--- src/rtl/psp_params.svh ---
`ifndef PSP_PARAMS_SVH
`define PSP_PARAMS_SVH

// Synchronised pin vector positions
`define PSP_PIN_SCL 0
`define PSP_PIN_SDA 1
`define PSP_PIN_MOSI 2
`define PSP_PIN_SCLK 3
`define PSP_PIN_SS 4
`define PSP_PIN_W 5
// Reset level of {ss_n, sclk, mosi, sda, scl}: ss_n, sda and scl idle high, sclk and mosi low
`define PSP_PIN_IDLE 5'h13

// Command decode
`define PSP_CMD_READ 8'hF0
`define PSP_MEAS_NIB 4'hA
`define PSP_MEM_ADDR_MIN 8'h2F
`define PSP_MEM_ADDR_MAX 8'h38

// Status byte layout
`define PSP_ST_POWER 6
`define PSP_ST_BUSY 5
`define PSP_ST_MODE_HI 4
`define PSP_ST_MODE_LO 3
`define PSP_ST_MEMERR 2
`define PSP_ST_ALUERR 0
`define PSP_MODE_NORMAL 2'h0

// Bits per I2C byte, last SPI bit index, last byte index of the read stream
`define PSP_I2C_BITS 4'h8
`define PSP_SPI_LAST_BIT 3'h7
`define PSP_IDX_MAX 3'h7

// Reset values
`define PSP_EOC_RST 1'b1
`define PSP_RES_RST 24'h000000
`define PSP_MEM_RST 16'h0000

`endif

--- src/rtl/psp_pkg.sv ---
package psp_pkg;

  typedef enum logic [6:0] {
    I_IDLE = 7'h01,
    I_ADDR = 7'h02,
    I_ACK = 7'h04,
    I_WRX = 7'h08,
    I_TX = 7'h10,
    I_RACK = 7'h20,
    I_WAIT = 7'h40
  } psp_i2c_st_t;

  typedef enum logic [1:0] {
    C_IDLE = 2'h1,
    C_ACTIVE = 2'h2
  } psp_core_st_t;

  typedef enum logic [3:0] {
    K_NONE = 4'h1,
    K_MEAS = 4'h2,
    K_MEM = 4'h4,
    K_READ = 4'h8
  } psp_cmd_t;

endpackage

--- src/rtl/psp_serial_port.sv ---
`timescale 1ns/1ps
`include "psp_params.svh"
// Functional notes
// - Idle bus leaves SDA and SCL high; device releases SDA whenever idle.
// - SDA falling while SCL high is a start; device begins a transfer.
// - First byte is 7-bit address plus direction bit, 0 write, 1 read.
// - Bytes are 8 bits, MSB first, one clock pulse per bit.
// - Receiver acknowledges by pulling SDA low on the ninth clock pulse.
// - Master not acknowledging stops device transmit; master resends or stops.
// - Transmitter changes SDA only while SCL is low.
// - SDA rising while SCL high is a stop; device ends the transfer.
// - After reset device is idle, waiting for a command.
// - While a command is clocked in, SPI returns status then two undefined bytes.
// - Measurement command drives end-of-conversion low and enters active state.
// - On completion results are stored, device idles, EOC high, busy cleared.
// - Status read command is answered with status in idle or active state.
// - Four coefficients are 32-bit signed, three are 8-bit signed.
// - Coefficient words are fetched one address each, high word first.
// - Status holds bit7 zero, power, busy, mode, memory error, arithmetic error.
// - Measurement read gives status, 24-bit pressure, 24-bit temperature, MSB first.
module psp_serial_port import psp_pkg::*; (
  input wire logic CLK_I,
  input wire logic NRST_I,
  input wire logic CE_I,
  input wire logic SCL_I,
  input wire logic SDA_I,
  output logic SDA_O,
  output logic SDA_OEN_O,
  input wire logic SCLK_I,
  input wire logic SS_N_I,
  input wire logic MOSI_I,
  output logic MISO_O,
  output logic MISO_OEN_O,
  output logic EOC_O,
  input wire logic [6:0] DEV_ADDR_I,
  output logic MEAS_START_O,
  input wire logic MEAS_DONE_I,
  input wire logic [23:0] PRESS_I,
  input wire logic [23:0] TEMP_I,
  input wire logic ALU_ERR_I,
  output logic MEM_RD_O,
  output logic [7:0] MEM_ADDR_O,
  input wire logic MEM_VALID_I,
  input wire logic [15:0] MEM_DATA_I,
  input wire logic MEM_ERR_I
);
  logic [`PSP_PIN_W-1:0] pin_lvl, pin_rise, pin_fall;
  logic scl_lvl, scl_rise, scl_fall, sda_lvl, start_w, stop_w;
  logic ss_lvl, ss_fall, sclk_rise, sclk_fall, mosi_lvl;
  psp_core_st_t c_st_r, c_st_nxt;
  logic eoc_r, eoc_nxt, meas_start_r, meas_start_nxt, mem_rd_r, mem_rd_nxt;
  logic mem_mode_r, mem_mode_nxt, alu_r, alu_nxt;
  logic [7:0] mem_addr_r, mem_addr_nxt;
  logic [23:0] res_p_r, res_p_nxt, res_t_r, res_t_nxt;
  logic [15:0] mem_word_r, mem_word_nxt;
  logic [7:0] status_w, cmd_b, tx_i_w, tx_s_w;
  logic cmd_stb;
  psp_i2c_st_t i_st_r, i_st_nxt;
  logic [7:0] i_sh_r, i_sh_nxt, i_tx_r, i_tx_nxt;
  logic [3:0] i_cnt_r, i_cnt_nxt;
  logic [2:0] i_idx_r, i_idx_nxt;
  logic i_rw_r, i_rw_nxt, sda_oen_r, sda_oen_nxt, i_cmd_r, i_cmd_nxt;
  logic [7:0] s_sh_r, s_sh_nxt, s_tx_r, s_tx_nxt;
  logic [2:0] s_cnt_r, s_cnt_nxt, s_idx_r, s_idx_nxt;
  logic s_rd_r, s_rd_nxt, miso_r, miso_nxt, miso_oen_r, miso_oen_nxt;
  logic s_cmd_r, s_cmd_nxt;

  psp_pin_sync psp_pin_sync_i (
    .CLK_I(CLK_I),
    .NRST_I(NRST_I),
    .CE_I(CE_I),
    .PIN_I({SS_N_I, SCLK_I, MOSI_I, SDA_I, SCL_I}),
    .LVL_O(pin_lvl),
    .RISE_O(pin_rise),
    .FALL_O(pin_fall)
  );

  assign scl_lvl = pin_lvl[`PSP_PIN_SCL];
  assign scl_rise = pin_rise[`PSP_PIN_SCL];
  assign scl_fall = pin_fall[`PSP_PIN_SCL];
  assign sda_lvl = pin_lvl[`PSP_PIN_SDA];
  assign start_w = scl_lvl & pin_fall[`PSP_PIN_SDA];
  assign stop_w = scl_lvl & pin_rise[`PSP_PIN_SDA];
  assign ss_lvl = pin_lvl[`PSP_PIN_SS];
  assign ss_fall = pin_fall[`PSP_PIN_SS];
  assign sclk_rise = pin_rise[`PSP_PIN_SCLK];
  assign sclk_fall = pin_fall[`PSP_PIN_SCLK];
  assign mosi_lvl = pin_lvl[`PSP_PIN_MOSI];

  function automatic psp_cmd_t cmd_kind(input logic [7:0] b);
    if (b == `PSP_CMD_READ) return K_READ;
    else if (b[7:4] == `PSP_MEAS_NIB) return K_MEAS;
    else if (b >= `PSP_MEM_ADDR_MIN && b <= `PSP_MEM_ADDR_MAX) return K_MEM;
    else return K_NONE;
  endfunction

  // Byte idx of the read stream; memory mode sends status, high, low
  function automatic logic [7:0] tx_byte(input logic [2:0] idx);
    logic [7:0] b;
    b = 8'h00;
    case (idx)
      3'h0: b = status_w;
      3'h1: b = mem_mode_r ? mem_word_r[15:8] : res_p_r[23:16];
      3'h2: b = mem_mode_r ? mem_word_r[7:0] : res_p_r[15:8];
      3'h3: b = mem_mode_r ? 8'h00 : res_p_r[7:0];
      3'h4: b = mem_mode_r ? 8'h00 : res_t_r[23:16];
      3'h5: b = mem_mode_r ? 8'h00 : res_t_r[15:8];
      3'h6: b = mem_mode_r ? 8'h00 : res_t_r[7:0];
      default: b = 8'h00;
    endcase
    return b;
  endfunction

  function automatic logic [2:0] idx_inc(input logic [2:0] idx);
    return (idx == `PSP_IDX_MAX) ? idx : idx + 3'h1;
  endfunction

  always_comb begin
    status_w = 8'h00;
    status_w[`PSP_ST_POWER] = 1'b1;
    status_w[`PSP_ST_BUSY] = (c_st_r == C_ACTIVE);
    status_w[`PSP_ST_MODE_HI:`PSP_ST_MODE_LO] = `PSP_MODE_NORMAL;
    status_w[`PSP_ST_MEMERR] = MEM_ERR_I;
    status_w[`PSP_ST_ALUERR] = alu_r;
  end

  // A process, not an assign: the byte must follow status and results read inside the function
  always_comb begin
    tx_i_w = tx_byte(i_idx_r);
    tx_s_w = s_rd_r ? tx_byte(s_idx_r) : 8'h00;
  end
  // I2C wins if both links deliver a command in the same cycle
  assign cmd_stb = i_cmd_r | s_cmd_r;
  assign cmd_b = i_cmd_r ? i_sh_r : s_sh_r;

  // Measurement and memory core
  always_comb begin
    c_st_nxt = c_st_r;
    eoc_nxt = eoc_r;
    meas_start_nxt = 1'b0;
    mem_rd_nxt = 1'b0;
    mem_addr_nxt = mem_addr_r;
    mem_mode_nxt = mem_mode_r;
    res_p_nxt = res_p_r;
    res_t_nxt = res_t_r;
    alu_nxt = alu_r;
    mem_word_nxt = MEM_VALID_I ? MEM_DATA_I : mem_word_r;
    unique case (c_st_r)
      C_IDLE: begin
        // Commands arriving during a conversion are dropped
        if (cmd_stb) begin
          unique case (cmd_kind(cmd_b))
            K_MEAS: begin
              c_st_nxt = C_ACTIVE;
              eoc_nxt = 1'b0;
              meas_start_nxt = 1'b1;
              mem_mode_nxt = 1'b0;
            end
            K_MEM: begin
              mem_addr_nxt = cmd_b;
              mem_rd_nxt = 1'b1;
              mem_mode_nxt = 1'b1;
            end
            K_READ, K_NONE: begin
            end
          endcase
        end
      end
      C_ACTIVE: begin
        if (MEAS_DONE_I) begin
          res_p_nxt = PRESS_I;
          res_t_nxt = TEMP_I;
          alu_nxt = ALU_ERR_I;
          eoc_nxt = 1'b1;
          c_st_nxt = C_IDLE;
        end
      end
    endcase
  end

  always_ff @(posedge CLK_I) begin
    if (!NRST_I) begin
      c_st_r <= C_IDLE;
      eoc_r <= `PSP_EOC_RST;
      meas_start_r <= 1'b0;
      mem_rd_r <= 1'b0;
      mem_addr_r <= 8'h00;
      mem_mode_r <= 1'b0;
      res_p_r <= `PSP_RES_RST;
      res_t_r <= `PSP_RES_RST;
      alu_r <= 1'b0;
      mem_word_r <= `PSP_MEM_RST;
    end else if (CE_I) begin
      c_st_r <= c_st_nxt;
      eoc_r <= eoc_nxt;
      meas_start_r <= meas_start_nxt;
      mem_rd_r <= mem_rd_nxt;
      mem_addr_r <= mem_addr_nxt;
      mem_mode_r <= mem_mode_nxt;
      res_p_r <= res_p_nxt;
      res_t_r <= res_t_nxt;
      alu_r <= alu_nxt;
      mem_word_r <= mem_word_nxt;
    end
  end

  // I2C target; SDA is only ever pulled low, a one bit releases it
  always_comb begin
    i_st_nxt = i_st_r;
    i_sh_nxt = i_sh_r;
    i_tx_nxt = i_tx_r;
    i_cnt_nxt = i_cnt_r;
    i_idx_nxt = i_idx_r;
    i_rw_nxt = i_rw_r;
    sda_oen_nxt = sda_oen_r;
    i_cmd_nxt = 1'b0;
    if (stop_w) begin
      i_st_nxt = I_IDLE;
      sda_oen_nxt = 1'b1;
    end else if (start_w) begin
      i_st_nxt = I_ADDR;
      i_cnt_nxt = 4'h0;
      sda_oen_nxt = 1'b1;
    end else begin
      unique case (i_st_r)
        I_IDLE, I_WAIT: sda_oen_nxt = 1'b1;
        I_ADDR, I_WRX: begin
          if (scl_rise) begin
            i_sh_nxt = {i_sh_r[6:0], sda_lvl};
            i_cnt_nxt = i_cnt_r + 4'h1;
          end else if (scl_fall && i_cnt_r == `PSP_I2C_BITS) begin
            i_cnt_nxt = 4'h0;
            if (i_st_r == I_ADDR) begin
              if (i_sh_r[7:1] == DEV_ADDR_I) begin
                i_rw_nxt = i_sh_r[0];
                i_idx_nxt = 3'h0;
                sda_oen_nxt = 1'b0;
                i_st_nxt = I_ACK;
              end else begin
                i_st_nxt = I_WAIT;
              end
            end else begin
              // Only the first written byte is a command
              i_cmd_nxt = (i_idx_r == 3'h0);
              i_idx_nxt = idx_inc(i_idx_r);
              sda_oen_nxt = 1'b0;
              i_st_nxt = I_ACK;
            end
          end
        end
        I_ACK: begin
          if (scl_fall) begin
            i_cnt_nxt = 4'h0;
            if (i_rw_r) begin
              i_tx_nxt = tx_i_w;
              sda_oen_nxt = tx_i_w[7];
              i_st_nxt = I_TX;
            end else begin
              sda_oen_nxt = 1'b1;
              i_st_nxt = I_WRX;
            end
          end
        end
        I_TX: begin
          if (scl_rise) begin
            i_cnt_nxt = i_cnt_r + 4'h1;
          end else if (scl_fall) begin
            if (i_cnt_r == `PSP_I2C_BITS) begin
              sda_oen_nxt = 1'b1;
              i_st_nxt = I_RACK;
            end else begin
              i_tx_nxt = {i_tx_r[6:0], 1'b0};
              sda_oen_nxt = i_tx_r[6];
            end
          end
        end
        I_RACK: begin
          if (scl_rise) begin
            if (sda_lvl) i_st_nxt = I_WAIT;
            else i_idx_nxt = idx_inc(i_idx_r);
          end else if (scl_fall) begin
            i_cnt_nxt = 4'h0;
            i_tx_nxt = tx_i_w;
            sda_oen_nxt = tx_i_w[7];
            i_st_nxt = I_TX;
          end
        end
      endcase
    end
  end

  always_ff @(posedge CLK_I) begin
    if (!NRST_I) begin
      i_st_r <= I_IDLE;
      i_sh_r <= 8'h00;
      i_tx_r <= 8'h00;
      i_cnt_r <= 4'h0;
      i_idx_r <= 3'h0;
      i_rw_r <= 1'b0;
      sda_oen_r <= 1'b1;
      i_cmd_r <= 1'b0;
    end else if (CE_I) begin
      i_st_r <= i_st_nxt;
      i_sh_r <= i_sh_nxt;
      i_tx_r <= i_tx_nxt;
      i_cnt_r <= i_cnt_nxt;
      i_idx_r <= i_idx_nxt;
      i_rw_r <= i_rw_nxt;
      sda_oen_r <= sda_oen_nxt;
      i_cmd_r <= i_cmd_nxt;
    end
  end

  // SPI mode 0: sample on SCLK rise, shift out on fall
  always_comb begin
    logic [7:0] sh_new;
    sh_new = {s_sh_r[6:0], mosi_lvl};
    s_sh_nxt = s_sh_r;
    s_tx_nxt = s_tx_r;
    s_cnt_nxt = s_cnt_r;
    s_idx_nxt = s_idx_r;
    s_rd_nxt = s_rd_r;
    miso_nxt = miso_r;
    miso_oen_nxt = miso_oen_r;
    s_cmd_nxt = 1'b0;
    if (ss_fall) begin
      s_cnt_nxt = 3'h0;
      s_idx_nxt = 3'h0;
      s_rd_nxt = 1'b0;
      s_tx_nxt = status_w;
      miso_nxt = status_w[7];
      miso_oen_nxt = 1'b0;
    end else if (ss_lvl) begin
      miso_oen_nxt = 1'b1;
    end else if (sclk_rise) begin
      s_sh_nxt = sh_new;
      s_cnt_nxt = s_cnt_r + 3'h1;
      if (s_cnt_r == `PSP_SPI_LAST_BIT) begin
        if (s_idx_r == 3'h0) begin
          s_rd_nxt = (cmd_kind(sh_new) == K_READ);
          s_cmd_nxt = (cmd_kind(sh_new) != K_READ);
        end
        s_idx_nxt = idx_inc(s_idx_r);
      end
    end else if (sclk_fall) begin
      if (s_cnt_r == 3'h0) begin
        s_tx_nxt = tx_s_w;
        miso_nxt = tx_s_w[7];
      end else begin
        s_tx_nxt = {s_tx_r[6:0], 1'b0};
        miso_nxt = s_tx_r[6];
      end
    end
  end

  always_ff @(posedge CLK_I) begin
    if (!NRST_I) begin
      s_sh_r <= 8'h00;
      s_tx_r <= 8'h00;
      s_cnt_r <= 3'h0;
      s_idx_r <= 3'h0;
      s_rd_r <= 1'b0;
      miso_r <= 1'b0;
      miso_oen_r <= 1'b1;
      s_cmd_r <= 1'b0;
    end else if (CE_I) begin
      s_sh_r <= s_sh_nxt;
      s_tx_r <= s_tx_nxt;
      s_cnt_r <= s_cnt_nxt;
      s_idx_r <= s_idx_nxt;
      s_rd_r <= s_rd_nxt;
      miso_r <= miso_nxt;
      miso_oen_r <= miso_oen_nxt;
      s_cmd_r <= s_cmd_nxt;
    end
  end

  // Open drain: the data flop never drives a one
  always_ff @(posedge CLK_I) begin
    SDA_O <= 1'b0;
  end

  assign SDA_OEN_O = sda_oen_r;
  assign MISO_O = miso_r;
  assign MISO_OEN_O = miso_oen_r;
  assign EOC_O = eoc_r;
  assign MEAS_START_O = meas_start_r;
  assign MEM_RD_O = mem_rd_r;
  assign MEM_ADDR_O = mem_addr_r;
endmodule

--- src/rtl/psp_pin_sync.sv ---
`timescale 1ns/1ps
`include "psp_params.svh"
module psp_pin_sync (
  input wire logic CLK_I,
  input wire logic NRST_I,
  input wire logic CE_I,
  input wire logic [`PSP_PIN_W-1:0] PIN_I,
  output logic [`PSP_PIN_W-1:0] LVL_O,
  output logic [`PSP_PIN_W-1:0] RISE_O,
  output logic [`PSP_PIN_W-1:0] FALL_O
);
  logic [`PSP_PIN_W-1:0] meta_r;
  logic [`PSP_PIN_W-1:0] lvl_r;
  logic [`PSP_PIN_W-1:0] prev_r;

  // Edges are taken between the second and third stage only
  always_ff @(posedge CLK_I) begin
    if (!NRST_I) begin
      meta_r <= `PSP_PIN_IDLE;
      lvl_r <= `PSP_PIN_IDLE;
      prev_r <= `PSP_PIN_IDLE;
    end else if (CE_I) begin
      meta_r <= PIN_I;
      lvl_r <= meta_r;
      prev_r <= lvl_r;
    end
  end

  assign LVL_O = lvl_r;
  assign RISE_O = lvl_r & ~prev_r;
  assign FALL_O = ~lvl_r & prev_r;
endmodule

--- config.mk ---
export PLATFORM = sky130hd
export DESIGN_NAME = psp_serial_port
export DESIGN_NICKNAME = d
export VERILOG_FILES = /design/src/rtl/psp_pkg.sv /design/src/rtl/psp_serial_port.sv /design/src/rtl/psp_pin_sync.sv
export VERILOG_INCLUDE_DIRS = /design/src /design/src/rtl
export SDC_FILE = /design/constraint.sdc
export NUM_CORES = 1
export LEC_CHECK = 0
export BUFFER_PORTS_ARGS = -buffer_cell sky130_fd_sc_hd__buf_2
export CORE_MARGIN = 2
export CORE_UTILIZATION = 35
export CTS_BUF_LIST = sky130_fd_sc_hd__clkbuf_4 sky130_fd_sc_hd__clkbuf_8
export DETAILED_ROUTE_END_ITERATION = 6
export GPL_TIMING_DRIVEN = 0
export PLACE_DENSITY = 0.51
export SYNTH_ARGS = -nofsm -noshare
export SYNTH_HDL_FRONTEND = slang
export SYNTH_SLANG_ARGS = --single-unit
--- constraint.sdc ---
create_clock -name CLK_I -period 3.95 [get_ports CLK_I]
set_clock_uncertainty 0.15 [all_clocks]
set_input_delay 0.395 -clock CLK_I [delete_from_list [all_inputs] [get_ports CLK_I]]
set_output_delay 0.395 -clock CLK_I [all_outputs]
set_load 0.02 [all_outputs]
==> flow_metrics.py, run 1 <==
metrics = {
    "route": {
        "via_per_inst": 5.39,
        "drt_iter0_markers": 510,
        "ant_nets": 0,
        "first_pass_iters": 7,
        "routed-via-count": 7434,
        "drcViolationCount": 0,
        "wl_per_cell_um": 18.6,
        "drt_wl_total_mm": 25.7,
    },
    "sta": {
        "finalCritPeriodShare_pct": 87.0,
        "period_minus_slack_ns": 3.43,
        "drv_slew": 0,
        "grt_setup_unrepaired": "no",
        "tns_ns": 0,
        "hold_violations": 0,
        "holdWs_ns": 0.0245,
        "setup_viol": 0,
        "max_freq_ghz": 0.291,
        "worst_slew_margin_rel_pct": 36.6,
        "worst_slew_pin_slew_ns": 0.949,
    },
    "synth": {
        "yosysSeqAreaShare_pct": 37.9,
        "synthArstFlopShare_pct": 0,
        "avgSynthCellArea_um2": 8.20,
        "ys.flop_type": "dfxtp_1",
        "synth_cell_type_count": 78,
        "netlist_top_cells_count": "nand2_1 (201), dfxtp_1 (149), a21oi_1 (88), clkbuf_1 (54), mux2i_1 (46)",
        "synthesis.nets": 1061,
        "netlist_instances": 961,
        "synth_area_leaders": "dfxtp_1 (38%), nand2_1 (9.6%), mux2i_1 (5.8%)",
        "yosysMostFrequentCell": "nand2_1",
        "ys_seq_elements": 149,
        "yosysTopAreaCell": "dfxtp_1",
        "synth-edff-count": 0,
        "synth_area_um2": 7880,
        "synth_top_area_share_pct": 37.9,
        "synth_warnings": 0,
    },
    "place": {
        "gp_congestion": 0.900,
        "port_buffers": 95,
        "hpwl_mm": 19.4,
    },
    "global_route": {
        "grt_pass1_vias": 7168,
        "grt_util_all_layers_pct": 22.0,
        "antenna_found_initial": 0,
        "grt-ovfl-total": 0,
        "grt_start_max_net_pins": 17,
        "grt_pass1_wl_mm": 40.6,
    },
    "floorplanning": {
        "io_pins": 98,
        "die_h_um": 154,
        "dieArea_um2": 23700,
        "rows": 54,
        "core_area_um2": 22000,
        "die_x_um": 154,
        "initial_core_util_pct": 35.9,
    },
    "min_path": {
        "min_path_type": "input pin to flop",
        "worstHoldEndpoint": "res_p_r[11]$_SDFFE_PN0P_",
        "min_path_cells": 3,
        "min_from": "PRESS_I[11]",
    },
    "worst_setup_path": {
        "cpPeakStageDelay_ns": 0.81,
        "r2r-start": "s_idx_r[2]$_SDFFE_PN0P_",
        "cp_cell_sequence": "clkinv_1 -> clkbuf_1 -> ha_1 -> clkbuf_1 -> nor4_1 -> nor3b_1 -> a221o_1 -> o211ai_1 -> a21oi_1",
        "critPathLaunchType": "flop",
        "cp.required_ns": 4.17,
        "worstPathArrival_ns": 3.66,
        "critPathMaxFanout": 10,
        "crit_type": "flop to flop",
        "slowest_stage": "nor3b_1",
        "ff2ff_setup_slack_ns": 0.52,
        "endpoint_kind": "flop",
        "worstReg2RegEnd": "s_tx_r[5]$_SDFFE_PN0P_",
        "worst_r2r_path_depth": 9,
        "path_common_cell": "clkbuf_1",
    },
    "clocking": {
        "cts_hold_buf": 11,
        "cts_tree": "done",
        "cts-resized-gates": 0,
        "postCtsSetupBuffers": 0,
        "clk_latency_ns": 0.46,
        "h-tree-depth": 4,
        "cts_buffers": 17,
        "cts_root_buf": "clkbuf_8",
        "clk_pin_slew_worst_paths_ns": 0.09,
        "max-clock-path-buffers": 2,
        "cts_sinks": 149,
    },
    "job": {
        "maxCapViolations": 0,
    },
    "power": {
        "vdd_drop_max_mv": 0.132,
        "pwr_density_cell_nw_per_um2": 321,
        "p_leak_nw": 3.33,
    },
    "run_status": {
        "outcome": "completed",
    },
    "cells_and_area": {
        "syn2layout_area_growth_pct": 17.2,
        "n_antenna_cell": 0,
        "nets": 1187,
        "drive_above_1_share_pct": 15.2,
    },
}
worst max path at each step:
stage	from	to	slack (ns)	cells past startpoint
after floorplan	s_idx_r[2]$_SDFFE_PN0P_	s_tx_r[5]$_SDFFE_PN0P_	1.43	9
after CTS	s_idx_r[2]$_SDFFE_PN0P_	s_tx_r[5]$_SDFFE_PN0P_	0.63	9
after global placement	s_idx_r[2]$_SDFFE_PN0P_	s_tx_r[5]$_SDFFE_PN0P_	0.62	9
after global routing	s_idx_r[2]$_SDFFE_PN0P_	s_tx_r[5]$_SDFFE_PN0P_	0.28	9
final	s_idx_r[2]$_SDFFE_PN0P_	s_tx_r[5]$_SDFFE_PN0P_	0.52	9
after detailed placement	s_idx_r[2]$_SDFFE_PN0P_	s_tx_r[5]$_SDFFE_PN0P_	0.67	9
sequential cells by signal, summed over array words and instances, names as in the netlist, 2 cells and up:
register	flops
res_t_r	24
res_p_r	24
s_tx_r	7
psp_pin_sync_i.prev_r	4
s_sh_r	8
i_st_r	7
s_cnt_r	3
mem_word_r	16
i_sh_r	8
psp_pin_sync_i.LVL_O	5
MEM_ADDR_O	8
i_cnt_r	4
i_idx_r	3
i_tx_r	7
psp_pin_sync_i.meta_r	5
s_idx_r	3
c_st_r	2
routing by layer:
layer / global-route usage [%] / vias to the layer above / routed length (µm)
met4: 6.63 / 0 / 494
li1: - / 3663 / -
met5: 0 / - / 0
met1: 30.9 / 3510 / 12300
met2: 34.5 / 231 / 11400
met3: 4.11 / 30 / 1440
where the power goes:
| part | switching [mW] | internal, mW | total (mW) | leakage [nW] |
|---|---|---|---|---|
| Sequential | 0.0153 | 1.52 | 1.53 | 1.20 |
| Clock | 0.631 | 0.603 | 1.23 | 0.206 |
| Combinational | 0.111 | 0.0807 | 0.192 | 1.92 |
| Total | 0.758 | 2.20 | 2.96 | 3.33 |
cell type report:
type                       instances  area, µm²
buffer                            76        330
clock buffer                      20        263
clock inverter                    12        143
fill                            2323      12700
inverter                          20       75.1
multi-input combinational        716       4490
sequential                       149       2980
tap                              280        350
timing repair buffer             107        596
per-stage QoR:
| step | util [%] | cell area [µm²] | instances | setup WS (ns) | power (mW) |
|---|---|---|---|---|---|
| after global routing | 42.0 | 9230 | 1380 | 0.277 | 3.08 |
| after global placement | 39.6 | 8700 | 1336 | 0.618 | 1.75 |
| after CTS | 42.0 | 9220 | 1379 | 0.628 | 3.00 |
| final | 42.0 | 9230 | 1380 | 0.515 | 2.96 |
| after floorplan | - | 7880 | 961 | 1.43 | 1.66 |
| after detailed placement | 39.6 | 8700 | 1336 | 0.669 | 1.75 |
cell usage in the layout, fill, tap and decap left out, types with 8 or more instances in the layout:
master         instances
nand2_1              201
dfxtp_1              149
buf_2                104
a21oi_1               88
clkbuf_1              54
mux2i_1               46
nor2_1                44
nor2b_1               33
a21boi_0              28
nand3_1               22
o21ai_0               22
a22oi_1               20
inv_1                 18
clkbuf_8              18
ha_1                  17
dlygate4sd3_1         12
o2bb2ai_1             11
nand3b_1               9
a211oi_1               9
nor3_1                 8
mux2_2                 8
a31oi_1                8
cells by family (layout without fill, tap and decap cells):
kind of cell	Yosys count	count (layout)	share of synthesized area, %
buffers and inverters	96	235	5.15
adders and majority gates	17	17	2.70
other	1	1	0.0476
AOI/OAI and AO/OA	260	260	23.1
xor gates and xnor gates	11	11	1.22
and+or+nand+nor	372	372	22.7
DFF	149	149	37.9
muxes	55	55	7.18
worst max-delay path, delay by kind of cell (launching register included):
kind	cells	cell delay, ns
simple gates	2	0.95
buf+inv	3	1.12
fa+ha+maj	1	0.24
compound gates	3	0.53
flops	1	0.38
No activity file was read; power rests on OpenSTA's default activity.
==> inputs of run 2 (changes only) <==
Settings changed: CORE_UTILIZATION 35 to 45, PLACE_DENSITY 0.51 to 0.62.
==> run 2 against run 1 <==
Power barely moved. Register-to-register slack improved by 0.03 ns. Sequential power barely moved. Sequential share of layout area rose by 0.057 points. Utilization rose by 12 points. Die area fell by 22%. Largest cell class unchanged. Non-clock buffer count rose by 4. Combinational power barely moved. Maximum frequency rose by 0.95%. Sequential cell count did not move. Global-route usage rose by 5.0 points.
==> flow_metrics.py, run 2 (same netlist as run 1, synthesis figures left out) <==
metrics = {
    "global_route": {
        "grt_pass1_vias": 7135,
        "grt_start_max_net_pins": 17,
        "grt_util_all_layers_pct": 27.0,
        "grt-ovfl-total": 0,
        "antenna_found_initial": 0,
        "grt_pass1_wl_mm": 38.3,
    },
    "route": {
        "routed-via-count": 7543,
        "drt_wl_total_mm": 24.3,
        "via_per_inst": 5.68,
        "first_pass_iters": 7,
        "wl_per_cell_um": 18.3,
        "drt_iter0_markers": 559,
        "ant_nets": 0,
        "drcViolationCount": 0,
    },
    "sta": {
        "drv_slew": 0,
        "hold_violations": 0,
        "worst_slew_pin_slew_ns": 0.923,
        "setup_viol": 0,
        "worst_slew_margin_rel_pct": 38.4,
        "grt_setup_unrepaired": "no",
        "period_minus_slack_ns": 3.40,
        "finalCritPeriodShare_pct": 86.1,
        "tns_ns": 0,
        "max_freq_ghz": 0.294,
    },
    "clocking": {
        "cts-resized-gates": 0,
        "max-clock-path-buffers": 2,
        "clk_latency_ns": 0.46,
        "clk_pin_slew_worst_paths_ns": 0.08,
        "cts_tree": "done",
        "cts_buffers": 17,
        "h-tree-depth": 4,
        "cts_root_buf": "clkbuf_8",
        "cts_sinks": 149,
    },
    "cells_and_area": {
        "final_cell_mix": "nand2_1 (201), dfxtp_1 (149), buf_2 (104)",
        "drive_above_1_share_pct": 15.1,
        "top_regs": "res_p_r (24), res_t_r (24), mem_word_r (16)",
        "n_antenna_cell": 0,
        "fillCellCount": 1714,
        "final_common_cell": "nand2_1",
        "syn2layout_area_growth_pct": 16.9,
        "nets": 1191,
        "post-route-util_pct": 53.6,
    },
    "power": {
        "pwr_density_cell_nw_per_um2": 321,
        "p_leak_nw": 3.34,
        "finalPower_mw": 2.96,
        "vdd_drop_max_mv": 0.212,
    },
    "min_path": {
        "min_path_type": "input pin to flop",
    },
    "floorplanning": {
        "rows": 48,
        "die_h_um": 136,
        "initial_core_util_pct": 45.9,
        "dieArea_um2": 18600,
        "core_area_um2": 17200,
        "io_pins": 98,
        "die_x_um": 136,
    },
    "worst_setup_path": {
        "crit_type": "flop to flop",
        "worstPathArrival_ns": 3.64,
        "cp.required_ns": 4.18,
        "critPathLaunchType": "flop",
        "endpoint_kind": "flop",
        "critPathMaxFanout": 10,
    },
    "place": {
        "hpwl_mm": 18.4,
        "gp_congestion": 0.946,
        "port_buffers": 95,
    },
    "job": {
        "maxCapViolations": 0,
    },
    "run_status": {
        "outcome": "completed",
    },
}
## run 2: cell types whose count changed in the layout (fill, tap and decap cells not counted)
cell,delta
inv_6,-3
clkinv_4,-2
clkbuf_8,+3
clkinvlp_4,+3
clkbuf_4,-1
dlygate4sd3_1,+4
## run 2: final timing paths
check                           from                       end  slack, ns  cells after the start
min reg2reg   s_tx_r[5]$_SDFFE_PN0P_    s_tx_r[5]$_SDFFE_PN0P_       0.32                      2
max reg2reg  s_idx_r[2]$_SDFFE_PN0P_    s_tx_r[5]$_SDFFE_PN0P_       0.55                      9
max          s_idx_r[2]$_SDFFE_PN0P_    s_tx_r[5]$_SDFFE_PN0P_       0.55                      9
min                       TEMP_I[14]  res_t_r[14]$_SDFFE_PN0P_       0.02                      3
## run 2: what timing repair did
| action | 4_1_cts | 5_1_grt |
|---|---|---|
| hold buffers | 16 | 0 |
| endpoints found under the hold margin | 16 | 0 |
| setup buffers | 0 | 0 |
## run 2: power by group
group | internal, mW | total [mW] | switching [mW]
registers | 1.52 | 1.53 | 0.0146
clock network | 0.638 | 1.24 | 0.598
logic | 0.0830 | 0.194 | 0.111
total | 2.24 | 2.96 | 0.723
## run 2: worst max-delay path: stages, from the launching register on
cell	delay, ns
dfxtp_1	0.39
clkinv_1	0.23
clkbuf_1	0.46
ha_1	0.23
clkbuf_1	0.43
nor4_1	0.13
nor3b_1	0.79
a221o_1	0.27
o211ai_1	0.09
a21oi_1	0.15
## run 2: stage by stage
stage	setup slack (ns)	cells	hold WS [ns]	cell area, µm²
3_5_place_dp	0.666	1281	0.305	8630
3_3_place_gp	0.687	1281	0.300	8630
5_1_grt	0.406	1329	0.000777	9210
6_report	0.548	1329	0.0218	9210
2_1_floorplan	1.43	961	0.282	7880
4_1_cts	0.656	1329	0.000125	9210
## run 2: final cells by class
class,instances,area [µm²],share of cell area [%]
plain buffers,76,330,3.59
clock buffers,22,297,3.22
clock inverters,10,121,1.32
inverters,20,75.1,0.815
multi-input cells,716,4490,48.7
flip-flops and latches,149,2980,32.4
well taps,225,282,3.06
repair buffers,111,636,6.90
## run 2: metal layers
| layer | global-route usage [%] | wire, µm |
|---|---|---|
| met5 | 0 | 0 |
| met4 | 8.80 | 495 |
| met3 | 6.49 | 1650 |
| met2 | 41.7 | 10700 |
| met1 | 37.2 | 11400 |
==> inputs of run 3 (changes only) <==
Settings changed: CORE_ASPECT_RATIO set to 2.
==> run 3 against run 2 <==
Combinational power up 4%. First-iteration DRC count shrank 39%. Clock-buffer cell count fell by 5. Power decreased by 2.2%. Largest cell class unchanged. Critical endpoint unchanged.
==> flow_metrics.py, run 3 (same netlist as run 1, synthesis figures left out) <==
metrics = {
    "cells_and_area": {
        "final_cell_mix": "nand2_1 (201), dfxtp_1 (149), buf_2 (104)",
        "n_antenna_cell": 0,
        "syn2layout_area_growth_pct": 16.8,
        "drive_above_1_share_pct": 15.0,
        "regArea_um2": 2980,
        "multi_input_area_um2": 4490,
        "final_cells": 1320,
        "final_common_cell": "nand2_1",
        "top_regs": "res_p_r (24), res_t_r (24), mem_word_r (16)",
        "fillCellCount": 1739,
        "nets": 1197,
    },
    "run_status": {
        "outcome": "completed",
    },
    "place": {
        "gp_congestion": 1.00,
        "dp_cells": 1266,
        "hpwl_mm": 21.1,
        "port_buffers": 95,
    },
    "route": {
        "ant_nets": 0,
        "via_per_inst": 5.84,
        "drt_iter0_markers": 342,
        "routed-via-count": 7709,
        "first_pass_iters": 6,
        "drt_wl_total_mm": 27.5,
        "wl_per_cell_um": 20.8,
        "drcViolationCount": 0,
    },
    "clocking": {
        "cts_root_buf": "clkbuf_8",
        "cts_buffers": 17,
        "cts-resized-gates": 0,
        "cts_tree": "done",
        "cts_sinks": 149,
        "max-clock-path-buffers": 2,
        "h-tree-depth": 4,
        "cts_hold_buf": 21,
        "clk_pin_slew_worst_paths_ns": 0.09,
        "clk_latency_ns": 0.48,
        "postCtsSetupBuffers": 0,
    },
    "min_path": {
        "min_path_type": "input pin to flop",
    },
    "floorplanning": {
        "die_x_um": 97.6,
        "dieArea_um2": 18600,
        "io_pins": 98,
        "rows": 68,
        "initial_core_util_pct": 45.8,
        "die_h_um": 191,
        "core_area_um2": 17200,
    },
    "sta": {
        "worst_slew_margin_rel_pct": 39.1,
        "hold_violations": 0,
        "period_minus_slack_ns": 3.35,
        "finalCritPeriodShare_pct": 84.8,
        "drv_slew": 0,
        "grt_setup_unrepaired": "no",
        "worst_slew_pin_slew_ns": 0.914,
        "setup_viol": 0,
        "max_freq_ghz": 0.299,
        "tns_ns": 0,
    },
    "worst_setup_path": {
        "critPathLaunchType": "flop",
        "critPathMaxFanout": 10,
        "endpoint_kind": "flop",
        "cp.required_ns": 4.20,
        "worstPathArrival_ns": 3.60,
        "crit_type": "flop to flop",
    },
    "power": {
        "vdd_drop_max_mv": 0.248,
        "clkPwrFrac_pct": 40.1,
        "pwr_density_cell_nw_per_um2": 315,
        "switching_power_mw": 0.827,
        "p_sw_share_pct": 28.6,
        "p_int_mw": 2.07,
        "pwr-share-comb_pct": 7.0,
        "p_leak_nw": 3.35,
        "pwr-share-seq_pct": 52.9,
    },
    "global_route": {
        "use_met1_pct": 27.6,
        "grt-ovfl-total": 0,
        "grt_util_all_layers_pct": 29.6,
        "antenna_found_initial": 0,
        "met3_usage_pct": 6.00,
        "top_usage_layer": "met2",
        "grt_pass1_wl_mm": 42.1,
        "grt_start_max_net_pins": 17,
        "grt_pass1_vias": 7687,
        "grt_use_met2_pct": 55.6,
    },
    "job": {
        "maxCapViolations": 0,
    },
}
[run 3: cell type report]
cell class | instances | share of cell area [%]
Multi-Input combinational cell | 716 | 48.8
Sequential cell | 149 | 32.4
Timing Repair Buffer | 117 | 7.56
Buffer | 76 | 3.59
Tap cell | 210 | 2.86
Clock buffer | 17 | 2.54
Clock inverter | 15 | 1.44
Inverter | 20 | 0.816
[run 3: critical path, cell delays in order, from the launching register on]
cell,delay (ns)
dfxtp_1,0.39
clkinv_1,0.22
clkbuf_1,0.47
ha_1,0.24
clkbuf_1,0.42
nor4_1,0.12
nor3b_1,0.75
a221o_1,0.27
o211ai_1,0.09
a21oi_1,0.16
[run 3: power by group through the flow]
stage	Combinational [mW]	Clock [mW]	Sequential, mW
after floorplan	0.0994	0	1.56
after global placement	0.184	0	1.57
after detailed placement	0.184	0	1.57
after CTS	0.201	1.17	1.53
after global routing	0.220	1.23	1.53
final	0.202	1.16	1.53
[run 3: layer usage]
metal  routed length, µm  share of wire (%)
met1                9240                 34
met2               14600                 53
met3                1280                4.7
met4                2290                8.3
met5                   0                  0
[run 3: stage by stage]
step	setup WS (ns)	instance area [µm²]	hold WS (ns)	power [mW]	utilization, %
after floorplan	1.43	7880	0.282	1.66	-
after global placement	0.651	8610	0.292	1.75	50.1
after detailed placement	0.653	8610	0.295	1.75	50.1
after CTS	0.659	9190	0.0000185	2.91	53.5
after global routing	0.410	9200	0.00205	2.99	53.5
final	0.600	9200	0.0102	2.89	53.5
[run 3: worst paths after layout]
kind	startpoint	to	slack, ns	cells after the start
max reg2reg	s_idx_r[2]$_SDFFE_PN0P_	s_tx_r[5]$_SDFFE_PN0P_	0.60	9
max	s_idx_r[2]$_SDFFE_PN0P_	s_tx_r[5]$_SDFFE_PN0P_	0.60	9
min	TEMP_I[8]	res_t_r[8]$_SDFFE_PN0P_	0.01	3
min reg2reg	mem_word_r[14]$_SDFFE_PN0P_	mem_word_r[14]$_SDFFE_PN0P_	0.31	2
